===== src/ifb_pkg.sv =====
package ifb_pkg;

	// Register index width; byte address is four times the index
	localparam int unsigned REG_IDX_W = 13;
	localparam int unsigned REG_W     = 16;

	// Raw status of the first bank, read only
	localparam logic [12:0] IDX_SPK_RAW      = 13'h188e;
	localparam logic [12:0] IDX_PIN_LEVEL    = 13'h1890;
	localparam logic [12:0] IDX_LOG_NONEMPTY = 13'h1895;
	localparam logic [12:0] IDX_LOG_FULL     = 13'h1896;
	localparam logic [12:0] IDX_LOG_WMARK    = 13'h1897;
	localparam logic [12:0] IDX_DSP_XFER     = 13'h1898;
	localparam logic [12:0] IDX_DSP_ACT      = 13'h189d;

	// Sticky flag words of the second bank and their masks
	localparam int unsigned N_FLAG_REGS     = 11;
	localparam logic [12:0] MASK_IDX_OFFSET = 13'h0040;
	localparam logic [12:0] FLAG_IDX [N_FLAG_REGS] = '{
		13'h1900, 13'h1901, 13'h1905, 13'h1906, 13'h1908, 13'h190a,
		13'h190b, 13'h190c, 13'h190d, 13'h190e, 13'h1910};
	// Implemented bits per flag word; all others read zero
	localparam logic [15:0] FLAG_IMPL [N_FLAG_REGS] = '{
		16'h1280, 16'hd900, 16'h0301, 16'h003f, 16'h0007, 16'hffff,
		16'h004f, 16'h0043, 16'h0043, 16'h0007, 16'h7fff};
	// Masks come up set, except boot complete in the system word
	localparam logic [15:0] MASK_RESET [N_FLAG_REGS] = '{
		16'h1200, 16'hd900, 16'h0301, 16'h003f, 16'h0007, 16'hffff,
		16'h004f, 16'h0043, 16'h0043, 16'h0007, 16'h7fff};
	localparam logic [15:0] FLAG_RESET = 16'h0000;

	// Line control and summary
	localparam logic [12:0] IDX_LINE_CTRL = 13'h1a80;
	localparam logic [12:0] IDX_SUMMARY   = 13'h1aa0;
	localparam int unsigned POL_BIT       = 10;
	localparam int unsigned SUMMARY_BIT   = 1;
	localparam logic        POL_RESET     = 1'b1;

	// AXI responses
	localparam logic [1:0] RESP_OKAY   = 2'b00;
	localparam logic [1:0] RESP_SLVERR = 2'b10;

	// Event and level sources from the surrounding units
	typedef struct packed {
		logic        host_port_error;
		logic        system_clock_fail;
		logic        boot_complete;
		logic        always_on_loop_ref_lost;
		logic        dsp_clock_short;
		logic        system_clock_short;
		logic        always_on_loop_lock;
		logic        main_loop_lock;
		logic        accessory_detect_two;
		logic        accessory_detect_one;
		logic        headphone_sense;
		logic        clamp_active;
		logic        jack_two;
		logic        jack_one;
		logic        input_activity;
		logic        compressor_two_activity;
		logic        compressor_one_activity;
		logic [15:0] dsp_request;
		logic        speaker_short;
		logic [1:0]  earpiece_short;
		logic [1:0]  headphone_short;
		logic        speaker_on_done;
		logic [1:0]  headphone_on_done;
		logic        speaker_off_done;
		logic [1:0]  headphone_off_done;
		logic        speaker_hot_warning;
		logic        speaker_hot;
		logic        speaker_off_state;
		logic [14:0] pin_level;
		logic [1:0]  log_has_entries;
		logic [1:0]  log_at_capacity;
		logic [1:0]  log_level_reached;
		logic        dsp_running;
	} ifb_events_type;

endpackage

===== src/ifb_flag_bank.sv =====
// Notes on behaviour
// Pin level word shows live levels of pins 1-15, only for pins set as inputs.
// Log not-empty word: log 1 bit 0, log 2 bit 1, 1 while holding entries.
// Log full word: log 1 bit 0, log 2 bit 1, 1 while full.
// Log watermark word: log 1 bit 0, log 2 bit 1, 1 once watermark reached.
// Transfer complete reads 1 only when enabled write buffers full, read buffers empty.
// Speaker shutdown raw bit 0 reads 1 after overheat or short shutdown.
// After reset boot-complete mask is 0, every other mask is 1.
// Sticky flags reset to 0, hold, and clear only by writing 1.
// Host port error, clock fail and boot flags set on rising edges.
// Five clock condition flags capture rising edges.
// Accessory detect flags set per detection event; headphone sense on rising edge.
// Clamp and both jack inputs have separate rise and fall flags.
// Three signal-detect flags set on both edges.
// Sixteen processor request flags, request n at bit n-1, rising edge.
// Speaker short flag on both edges, earpiece and headphone shorts rising only.
// Enable-done and disable-done flags set on rising edge of completion.
// Overheat warning and overheat rising; speaker-off flag on both edges.
// Per-pin edge flag, pin n at bit n-1, both edges.
// One mask bit per flag; 1 suppresses its contribution.
// Summary is the OR of all unmasked sticky flags.
// Polarity select 0 gives active high line, 1 active low; resets to 1.
// Every source is synchronised before edge detection, at most one flag set per transition.
// Raw status follows sources continuously; writes to it are ignored.
module ifb_flag_bank
	import ifb_pkg::*;
#(
	parameter int unsigned ADDR_W = 16,
	parameter int unsigned N_DMA  = 8
) (
	// Clock and reset
	input  wire logic                 i_sys_clk,
	input  wire logic                 i_rst_b,
	// Event and level sources
	input  wire ifb_events_type       i_events,
	input  wire logic [N_DMA-1:0]     i_write_transfer_buffers_en,
	input  wire logic [N_DMA-1:0]     i_write_transfer_buffers_filled,
	input  wire logic [N_DMA-1:0]     i_read_transfer_buffers_en,
	input  wire logic [N_DMA-1:0]     i_read_transfer_buffers_emptied,
	input  wire logic [14:0]          i_pin_is_input,
	// Interrupt line
	output logic                      o_irq_line,
	// AXI4-Lite write address
	input  wire logic                 i_s_axi_awvalid,
	output logic                      o_s_axi_awready,
	input  wire logic [ADDR_W-1:0]    i_s_axi_awaddr,
	input  wire logic [2:0]           i_s_axi_awprot,
	// AXI4-Lite write data
	input  wire logic                 i_s_axi_wvalid,
	output logic                      o_s_axi_wready,
	input  wire logic [31:0]          i_s_axi_wdata,
	input  wire logic [3:0]           i_s_axi_wstrb,
	// AXI4-Lite write response
	output logic                      o_s_axi_bvalid,
	input  wire logic                 i_s_axi_bready,
	output logic [1:0]                o_s_axi_bresp,
	// AXI4-Lite read address
	input  wire logic                 i_s_axi_arvalid,
	output logic                      o_s_axi_arready,
	input  wire logic [ADDR_W-1:0]    i_s_axi_araddr,
	input  wire logic [2:0]           i_s_axi_arprot,
	// AXI4-Lite read data
	output logic                      o_s_axi_rvalid,
	input  wire logic                 i_s_axi_rready,
	output logic [31:0]               o_s_axi_rdata,
	output logic [1:0]                o_s_axi_rresp
);

	// Elaboration checks
	if (ADDR_W < REG_IDX_W + 2) begin : g_bad_addr
		$error("ADDR_W too narrow for the register map");
	end
	if (N_DMA < 1) begin : g_bad_dma
		$error("N_DMA must be at least one");
	end

	localparam int unsigned SRC_W = $bits(ifb_events_type) + 1;

	// Transfer status folds per-buffer states; disabled buffers do not hold it off
	// transfer complete condition
	wire logic dma_done_raw = (&(~i_write_transfer_buffers_en | i_write_transfer_buffers_filled)) &
	                          (&(~i_read_transfer_buffers_en | i_read_transfer_buffers_emptied));

	wire logic [SRC_W-1:0] src_vec = {i_events, dma_done_raw};

	logic [SRC_W-1:0] sync1_reg;
	logic [SRC_W-1:0] sync2_reg;
	logic [SRC_W-1:0] sync3_reg;
	logic [SRC_W-1:0] level_reg;
	logic [SRC_W-1:0] level_next;
	logic [SRC_W-1:0] rise_vec;
	logic [SRC_W-1:0] fall_vec;

	// Three-stage synchroniser and agreement filter per source bit
	for (genvar b = 0; b < SRC_W; b++) begin : g_sync
		// change counts once stages two and three agree
		assign level_next[b] = (sync2_reg[b] == sync3_reg[b]) ? sync3_reg[b] : level_reg[b];
		assign rise_vec[b]   = level_next[b] & ~level_reg[b];
		assign fall_vec[b]   = ~level_next[b] & level_reg[b];
	end

	// Synchroniser flops; glitches from the combined transfer term are filtered here too
	always_ff @(posedge i_sys_clk or negedge i_rst_b) begin
		if (!i_rst_b) begin
			sync1_reg <= '0;
			sync2_reg <= '0;
			sync3_reg <= '0;
			level_reg <= '0;
		end else begin
			sync1_reg <= src_vec;
			sync2_reg <= sync1_reg;
			sync3_reg <= sync2_reg;
			level_reg <= level_next;
		end
	end

	// Structured views of levels and edges
	ifb_events_type lvl;
	ifb_events_type rs;
	ifb_events_type fl;
	wire logic      dsp_transfer_complete = level_reg[0];
	assign lvl = ifb_events_type'(level_reg[SRC_W-1:1]);
	assign rs  = ifb_events_type'(rise_vec[SRC_W-1:1]);
	assign fl  = ifb_events_type'(fall_vec[SRC_W-1:1]);

	// Per-word set vectors, laid out at the flag positions
	logic [15:0] set_vec [N_FLAG_REGS];
	// system word edges
	assign set_vec[0]  = {3'b000, rs.host_port_error, 2'b00, rs.system_clock_fail, 1'b0,
	                      rs.boot_complete, 7'h00};
	// clock condition edges
	assign set_vec[1]  = {rs.always_on_loop_ref_lost, rs.dsp_clock_short, 1'b0, rs.system_clock_short,
	                      rs.always_on_loop_lock, 2'b00, rs.main_loop_lock, 8'h00};
	// detection events and headphone sense
	assign set_vec[2]  = {6'h00, rs.accessory_detect_two, rs.accessory_detect_one, 7'h00,
	                      rs.headphone_sense};
	// separate fall and rise flags
	assign set_vec[3]  = {10'h000, fl.clamp_active, rs.clamp_active, fl.jack_two, rs.jack_two,
	                      fl.jack_one, rs.jack_one};
	// both edges of the activity detectors
	assign set_vec[4]  = {13'h0000, rs.input_activity | fl.input_activity,
	                      rs.compressor_two_activity | fl.compressor_two_activity,
	                      rs.compressor_one_activity | fl.compressor_one_activity};
	// processor requests, request n at bit n-1
	assign set_vec[5]  = rs.dsp_request;
	// speaker short both edges, others rising only
	assign set_vec[6]  = {9'h000, rs.speaker_short | fl.speaker_short, 2'b00,
	                      rs.earpiece_short, rs.headphone_short};
	// enable and disable sequence completion
	assign set_vec[7]  = {9'h000, rs.speaker_on_done, 4'h0, rs.headphone_on_done};
	assign set_vec[8]  = {9'h000, rs.speaker_off_done, 4'h0, rs.headphone_off_done};
	// thermal rising, shutdown both edges
	assign set_vec[9]  = {13'h0000, rs.speaker_hot_warning, rs.speaker_hot,
	                      rs.speaker_off_state | fl.speaker_off_state};
	// per-pin both edges
	assign set_vec[10] = {1'b0, rs.pin_level | fl.pin_level};

	// Write channel holding registers
	logic              aw_full_reg;
	logic [ADDR_W-1:0] aw_addr_reg;
	logic              w_full_reg;
	logic [31:0]       w_data_reg;
	logic [3:0]        w_strb_reg;
	logic              bvalid_reg;
	logic [1:0]        bresp_reg;

	// Read channel registers
	logic              rvalid_reg;
	logic [31:0]       rdata_reg;
	logic [1:0]        rresp_reg;

	// Handshakes; a new write is not taken while its response is pending
	wire logic aw_take = i_s_axi_awvalid & o_s_axi_awready;
	wire logic w_take  = i_s_axi_wvalid & o_s_axi_wready;
	wire logic ar_take = i_s_axi_arvalid & o_s_axi_arready;
	wire logic do_wr   = aw_full_reg & w_full_reg & ~bvalid_reg;
	assign o_s_axi_awready = ~aw_full_reg & ~bvalid_reg;
	assign o_s_axi_wready  = ~w_full_reg & ~bvalid_reg;
	assign o_s_axi_arready = ~rvalid_reg;

	// Byte lanes of the 16-bit register word
	wire logic [12:0] wr_idx  = aw_addr_reg[REG_IDX_W+1:2];
	wire logic [12:0] rd_idx  = i_s_axi_araddr[REG_IDX_W+1:2];
	wire logic [15:0] wr_bits = w_data_reg[15:0] & {{8{w_strb_reg[1]}}, {8{w_strb_reg[0]}}};
	wire logic        wr_high_zero = ~|aw_addr_reg[ADDR_W-1:REG_IDX_W+2];
	wire logic        rd_high_zero = ~|i_s_axi_araddr[ADDR_W-1:REG_IDX_W+2];

	// Flag and mask storage
	logic [15:0] flag_reg  [N_FLAG_REGS];
	logic [15:0] flag_next [N_FLAG_REGS];
	logic [15:0] mask_reg  [N_FLAG_REGS];
	logic [15:0] mask_next [N_FLAG_REGS];
	logic [N_FLAG_REGS-1:0] wr_flag_hit;
	logic [N_FLAG_REGS-1:0] wr_mask_hit;
	logic [N_FLAG_REGS-1:0] rd_flag_hit;
	logic [N_FLAG_REGS-1:0] rd_mask_hit;
	logic [N_FLAG_REGS-1:0] word_pending;

	for (genvar k = 0; k < N_FLAG_REGS; k++) begin : g_word
		assign wr_flag_hit[k] = do_wr & wr_high_zero & (wr_idx == FLAG_IDX[k]);
		assign wr_mask_hit[k] = do_wr & wr_high_zero & (wr_idx == FLAG_IDX[k] + MASK_IDX_OFFSET);
		assign rd_flag_hit[k] = rd_high_zero & (rd_idx == FLAG_IDX[k]);
		assign rd_mask_hit[k] = rd_high_zero & (rd_idx == FLAG_IDX[k] + MASK_IDX_OFFSET);
		// write one clears, a same-cycle event wins over the clear
		assign flag_next[k] = ((flag_reg[k] & ~(wr_flag_hit[k] ? wr_bits : 16'h0000)) | set_vec[k]) &
		                      FLAG_IMPL[k];
		// lane-wise mask update, reserved bits stay zero
		assign mask_next[k] = wr_mask_hit[k] ?
		                      (((mask_reg[k] & ~{{8{w_strb_reg[1]}}, {8{w_strb_reg[0]}}}) | wr_bits) &
		                       FLAG_IMPL[k]) : mask_reg[k];
		// unmasked pending per word
		assign word_pending[k] = |(flag_reg[k] & ~mask_reg[k]);

		// Flag and mask flops per word
		always_ff @(posedge i_sys_clk or negedge i_rst_b) begin
			if (!i_rst_b) begin
				flag_reg[k] <= FLAG_RESET;
				// boot complete unmasked, others masked
				mask_reg[k] <= MASK_RESET[k];
			end else begin
				flag_reg[k] <= flag_next[k];
				mask_reg[k] <= mask_next[k];
			end
		end
	end

	// Line control: polarity select
	logic        pol_reg;
	logic        summary_reg;
	logic        line_reg;
	wire logic   wr_ctrl_hit = do_wr & wr_high_zero & (wr_idx == IDX_LINE_CTRL);
	wire logic   pol_next    = (wr_ctrl_hit & w_strb_reg[1]) ? w_data_reg[POL_BIT] : pol_reg;
	// OR of every unmasked flag
	wire logic   summary_next = |word_pending;
	// polarity 1 drives the line active low
	wire logic   line_next    = pol_reg ? ~summary_reg : summary_reg;
	assign o_irq_line = line_reg;

	// Summary and line are registered so the pin never glitches
	always_ff @(posedge i_sys_clk or negedge i_rst_b) begin
		if (!i_rst_b) begin
			pol_reg     <= POL_RESET;
			summary_reg <= 1'b0;
			line_reg    <= POL_RESET;
		end else begin
			pol_reg     <= pol_next;
			summary_reg <= summary_next;
			line_reg    <= line_next;
		end
	end

	// Raw status words, live from the filtered levels
	// pin levels masked by input configuration
	wire logic [15:0] raw_pin   = {1'b0, lvl.pin_level & i_pin_is_input};
	// log not-empty
	wire logic [15:0] raw_nemp  = {14'h0000, lvl.log_has_entries};
	// log full
	wire logic [15:0] raw_full  = {14'h0000, lvl.log_at_capacity};
	// log watermark
	wire logic [15:0] raw_wmark = {14'h0000, lvl.log_level_reached};
	// transfer complete bit
	wire logic [15:0] raw_xfer  = {15'h0000, dsp_transfer_complete};
	wire logic [15:0] raw_act   = {15'h0000, lvl.dsp_running};
	// speaker shutdown state at bit 0
	wire logic [15:0] raw_spk   = {13'h0000, lvl.speaker_hot_warning, lvl.speaker_hot,
	                               lvl.speaker_off_state};
	wire logic [15:0] ctrl_word = {5'h00, pol_reg, 10'h000};
	wire logic [15:0] sum_word  = {14'h0000, summary_reg, 1'b0};

	// Fixed word decode; raw and summary words are read only
	wire logic rd_raw_pin   = rd_high_zero & (rd_idx == IDX_PIN_LEVEL);
	wire logic rd_raw_nemp  = rd_high_zero & (rd_idx == IDX_LOG_NONEMPTY);
	wire logic rd_raw_full  = rd_high_zero & (rd_idx == IDX_LOG_FULL);
	wire logic rd_raw_wmark = rd_high_zero & (rd_idx == IDX_LOG_WMARK);
	wire logic rd_raw_xfer  = rd_high_zero & (rd_idx == IDX_DSP_XFER);
	wire logic rd_raw_act   = rd_high_zero & (rd_idx == IDX_DSP_ACT);
	wire logic rd_raw_spk   = rd_high_zero & (rd_idx == IDX_SPK_RAW);
	wire logic rd_ctrl      = rd_high_zero & (rd_idx == IDX_LINE_CTRL);
	wire logic rd_sum       = rd_high_zero & (rd_idx == IDX_SUMMARY);
	wire logic rd_fixed_hit = rd_raw_pin | rd_raw_nemp | rd_raw_full | rd_raw_wmark |
	                          rd_raw_xfer | rd_raw_act | rd_raw_spk | rd_ctrl | rd_sum;

	// writes to raw and summary words are accepted without effect
	wire logic wr_ro_hit = wr_high_zero & ((wr_idx == IDX_PIN_LEVEL) | (wr_idx == IDX_LOG_NONEMPTY) |
	                       (wr_idx == IDX_LOG_FULL) | (wr_idx == IDX_LOG_WMARK) |
	                       (wr_idx == IDX_DSP_XFER) | (wr_idx == IDX_DSP_ACT) |
	                       (wr_idx == IDX_SPK_RAW) | (wr_idx == IDX_SUMMARY));
	wire logic wr_mapped = (|wr_flag_hit) | (|wr_mask_hit) | wr_ctrl_hit | (do_wr & wr_ro_hit);

	// Read word selection by one-hot OR
	logic [15:0] rd_word;
	always_comb begin
		rd_word = ({16{rd_raw_pin}} & raw_pin) | ({16{rd_raw_nemp}} & raw_nemp) |
		          ({16{rd_raw_full}} & raw_full) | ({16{rd_raw_wmark}} & raw_wmark) |
		          ({16{rd_raw_xfer}} & raw_xfer) | ({16{rd_raw_act}} & raw_act) |
		          ({16{rd_raw_spk}} & raw_spk) | ({16{rd_ctrl}} & ctrl_word) |
		          ({16{rd_sum}} & sum_word);
		for (int j = 0; j < N_FLAG_REGS; j++) begin
			rd_word = rd_word | ({16{rd_flag_hit[j]}} & flag_reg[j]) |
			          ({16{rd_mask_hit[j]}} & mask_reg[j]);
		end
	end
	wire logic rd_mapped = rd_fixed_hit | (|rd_flag_hit) | (|rd_mask_hit);

	// Write address and data are captured independently, in either order
	always_ff @(posedge i_sys_clk or negedge i_rst_b) begin
		if (!i_rst_b) begin
			aw_full_reg <= 1'b0;
			aw_addr_reg <= '0;
		end else if (aw_take) begin
			aw_full_reg <= 1'b1;
			aw_addr_reg <= i_s_axi_awaddr;
		end else if (do_wr) begin
			aw_full_reg <= 1'b0;
		end
	end

	always_ff @(posedge i_sys_clk or negedge i_rst_b) begin
		if (!i_rst_b) begin
			w_full_reg <= 1'b0;
			w_data_reg <= 32'h0000_0000;
			w_strb_reg <= 4'h0;
		end else if (w_take) begin
			w_full_reg <= 1'b1;
			w_data_reg <= i_s_axi_wdata;
			w_strb_reg <= i_s_axi_wstrb;
		end else if (do_wr) begin
			w_full_reg <= 1'b0;
		end
	end

	// Write response; an unmapped address answers with a slave error
	always_ff @(posedge i_sys_clk or negedge i_rst_b) begin
		if (!i_rst_b) begin
			bvalid_reg <= 1'b0;
			bresp_reg  <= RESP_OKAY;
		end else if (do_wr) begin
			bvalid_reg <= 1'b1;
			bresp_reg  <= wr_mapped ? RESP_OKAY : RESP_SLVERR;
		end else if (i_s_axi_bready) begin
			bvalid_reg <= 1'b0;
		end
	end

	// Read answer one cycle after the address is taken
	always_ff @(posedge i_sys_clk or negedge i_rst_b) begin
		if (!i_rst_b) begin
			rvalid_reg <= 1'b0;
			rdata_reg  <= 32'h0000_0000;
			rresp_reg  <= RESP_OKAY;
		end else if (ar_take) begin
			rvalid_reg <= 1'b1;
			rdata_reg  <= {16'h0000, rd_word};
			rresp_reg  <= rd_mapped ? RESP_OKAY : RESP_SLVERR;
		end else if (i_s_axi_rready) begin
			rvalid_reg <= 1'b0;
		end
	end

	assign o_s_axi_bvalid = bvalid_reg;
	assign o_s_axi_bresp  = bresp_reg;
	assign o_s_axi_rvalid = rvalid_reg;
	assign o_s_axi_rdata  = rdata_reg;
	assign o_s_axi_rresp  = rresp_reg;

endmodule


===== config.mk =====
export PLATFORM = sky130hd
export DESIGN_NAME = ifb_flag_bank
export DESIGN_NICKNAME = d
export VERILOG_FILES = /design/src/ifb_pkg.sv /design/src/ifb_flag_bank.sv
export SDC_FILE = /design/constraint.sdc
export NUM_CORES = 1
export LEC_CHECK = 0
export BUFFER_PORTS_ARGS = -buffer_cell sky130_fd_sc_hd__buf_2
export CORE_MARGIN = 10
export CORE_UTILIZATION = 47
export CTS_CLUSTER_SIZE = 40
export DETAILED_ROUTE_END_ITERATION = 10
export PLACE_DENSITY = 0.65
export SYNTH_ARGS = -nofsm -noshare
export SYNTH_HDL_FRONTEND = slang
export SYNTH_SLANG_ARGS = --single-unit

===== constraint.sdc =====
create_clock -name i_sys_clk -period 3.05 [get_ports i_sys_clk]
set_input_delay 0.305 -clock i_sys_clk [delete_from_list [all_inputs] [get_ports i_sys_clk]]
set_output_delay 0.305 -clock i_sys_clk [all_outputs]
set_load 0.02 [all_outputs]

==> run metrics <==
status=complete, no violations; post-synthesis sequential area ratio=64.59%; CTS root buf=clkbuf_16; post-route minimum period=2.550 ns; highest-count cells in the layout ignoring fill and taps=401 x dfrtp_1, 191 x buf_2, 135 x nand2_1, 112 x o21ai_0; vias per cell=5.411; Die Ht=216.9 um; gp weighted congestion=0.9170; Final Max Slew Viols=0; Worst-path clk slew=approximately 0.060 ns; Worst Hold Class=primary input to flip-flop; later-pin clock latency in the skew report=0.58 ns; asr flop ratio synth=between 90% and 100%; commonest non-fill, non-tap cell in the layout=dfrtp_1; dpl hpwl=40430 um; share of layout cells above drive strength 1=a little over a quarter; CP Launch Type=flip-flop; RSZ-0062 raised after global routing=no; DR WL/cell=approximately 24 um; DRT iter0 DRCs=924; antenna cells=0; total power=15.22 mW; Post-Route WL=55560 um; largest net degree at the start of global routing=82; P_leak=approximately 9.7 nW; Seq cells post-synth=467; Crit Path Max Fanout=8; first-pass GRT wire length=84760 um; number of port buffers=192; total track usage=23.80%; Mapped Cells=1446; Core Box Area=0.03847 mm2; Die ar.=0.04704 mm2; peak supply drop=between 400 and 500 uV; FILL cells=approximately 3100; Die Span X=216.9 um; EDFF count, synth=0; post-route clock skew=0.01661 ns; slowest CP cell=or4b_4; Num CTS Buffers=47; top post-synthesis cells by area=dfrtp_1 55%, dfstp_2 9.5%, mux2_2 6.5%; mapped cell area=0.01822 mm2; syn avg cell area=12.60 um2; Setup TNS Final=0 ns; Max Root-Sink Buffers=3; Initial Util=47.37%; Area Growth Syn to Fin=24.00%; Power Dens Cells=between 600 and 700 mW/mm2; post-synth cell types=76; Setup crit end kind=flip-flop; vias in the first global route=~13000; antenna viol nets, final=0; worst slew pin tran=0.8049 ns; Yosys Warn Count=0; buffers inserted by post-CTS timing repair=0; H-tree depth=2; IO Pins=239; Most used DFF post-synth=dfrtp_1; drt pass-1 iters=5; maximum clock rate=0.3922 GHz; TritonCTS clock tree=yes; max incr delay on CP=0.59 ns; Clock Sink Count=467; Worst Path Required=3.54 ns; Final Cycle Share=83.60%; Worst Path Arrival=3.04 ns; nets@finish=1984; Congestion Overflow GR=0; Final setup viols=0; DRC Markers=0; antenna violations before repair=2; vias after detailed routing=between 10000 and 15000; post-synth top area share=55.07%; row count=72; Slew HR=46.34%; Crit Path Class=flip-flop to flip-flop; Final Hold Viols=0; crit-path cells=or4b_4 > nor4_4 > nand2_1 > nor2_2 > mux2_2; number of max-cap violations=0; leading area contributor after synthesis=dfrtp_1; flop2flop setup slack=0.50 ns
[kinds of logic after synthesis]
family,after synthesis,synth area share (%)
other,1,0.02058
AND/OR/NAND/NOR,358,10.44
buffers and inverters,145,3.426
XOR/XNOR,12,0.5768
flip-flops,467,64.59
adder cells (fa/ha/maj),69,3.790
AO/OA/AOI/OAI,269,9.504
multiplexers,125,7.656
[layout make-up]
cell class,count,area (um2),area share (%)
tap,518,648.1,2.869
sequential,467,11770,52.09
inverter,82,307.8,1.362
timing repair buffer,338,2392,10.59
clock inverter,17,181.4,0.8030
multi-input combinational,851,5901,26.12
clock buffer,68,1395,6.175
[through the flow]
step / cell area, um2 / worst slack [ns] / hold slack (ns) / std cells / util [%]
final: 22590 / 0.5002 / 0.07126 / 2341 / 58.74
after floorplan: 18290 / 0.8785 / 0.009409 / 1463 / -
after detailed placement: 19970 / 0.5241 / 0.3347 / 2151 / 51.91
after global routing: 22590 / 0.3972 / 0.07882 / 2341 / 58.74
after global placement: 19970 / 0.5221 / 0.3322 / 2151 / 51.91
after CTS: 22590 / 0.4762 / 0.04252 / 2341 / 58.74
[synthesized netlist by cell type, drive strengths merged (19+ instances only)]
cell type and count:
dfrtp 401, nand2 135, o21ai 112, mux2 105, inv 82, maj3 69, dfstp 66, nor2 56
clkbuf 32, nand3 32, buf 31, o22ai 27, a21oi 19, mux2i 19
[report_power, final]
part           switching, mW  internal [mW]
clock                   2.39           3.43
sequential             0.698           6.73
combinational           1.13          0.834
[metal layers]
layer  wire length (um)  vias to the layer above  global-route usage (%)
li1                   -                     5792                       -
met1              24520                     6442                   31.99
met2              26910                      356                   39.47
met3               2928                       75                   4.050
met4               1191                        2                   6.082
met5                 12                        -                       0
[worst paths after layout]
| path | cells past startpoint | endpoint | from |
|---|---|---|---|
| max | 5 | flip-flop | aw_addr_reg[7] |
| min in group asynchronous | 2 | aw_addr_reg[15] | i_rst_b |
| max reg2reg | 5 | flip-flop | aw_addr_reg[7] |
| min reg2reg | 0 | sync2_reg[13] | sync1_reg[13] |
| min | 3 | o_s_axi_rdata[8] | i_pin_is_input[8] |
| max in group asynchronous | 3 | async pin | i_rst_b |
[worst max-delay path, delay by kind of cell, from the launching register on]
family	cells	cell delay (ns)
and+or+nand+nor	4	1.64
DFF	1	0.42
muxes	1	0.40
[what timing repair did]
| item | in CTS | in global routing |
|---|---|---|
| resized for setup | 0 | 0 |
| hold endpoints to repair | 165 | 0 |
| hold buffers | 105 | 0 |
Note: power is estimated with default switching activity, not from simulation.
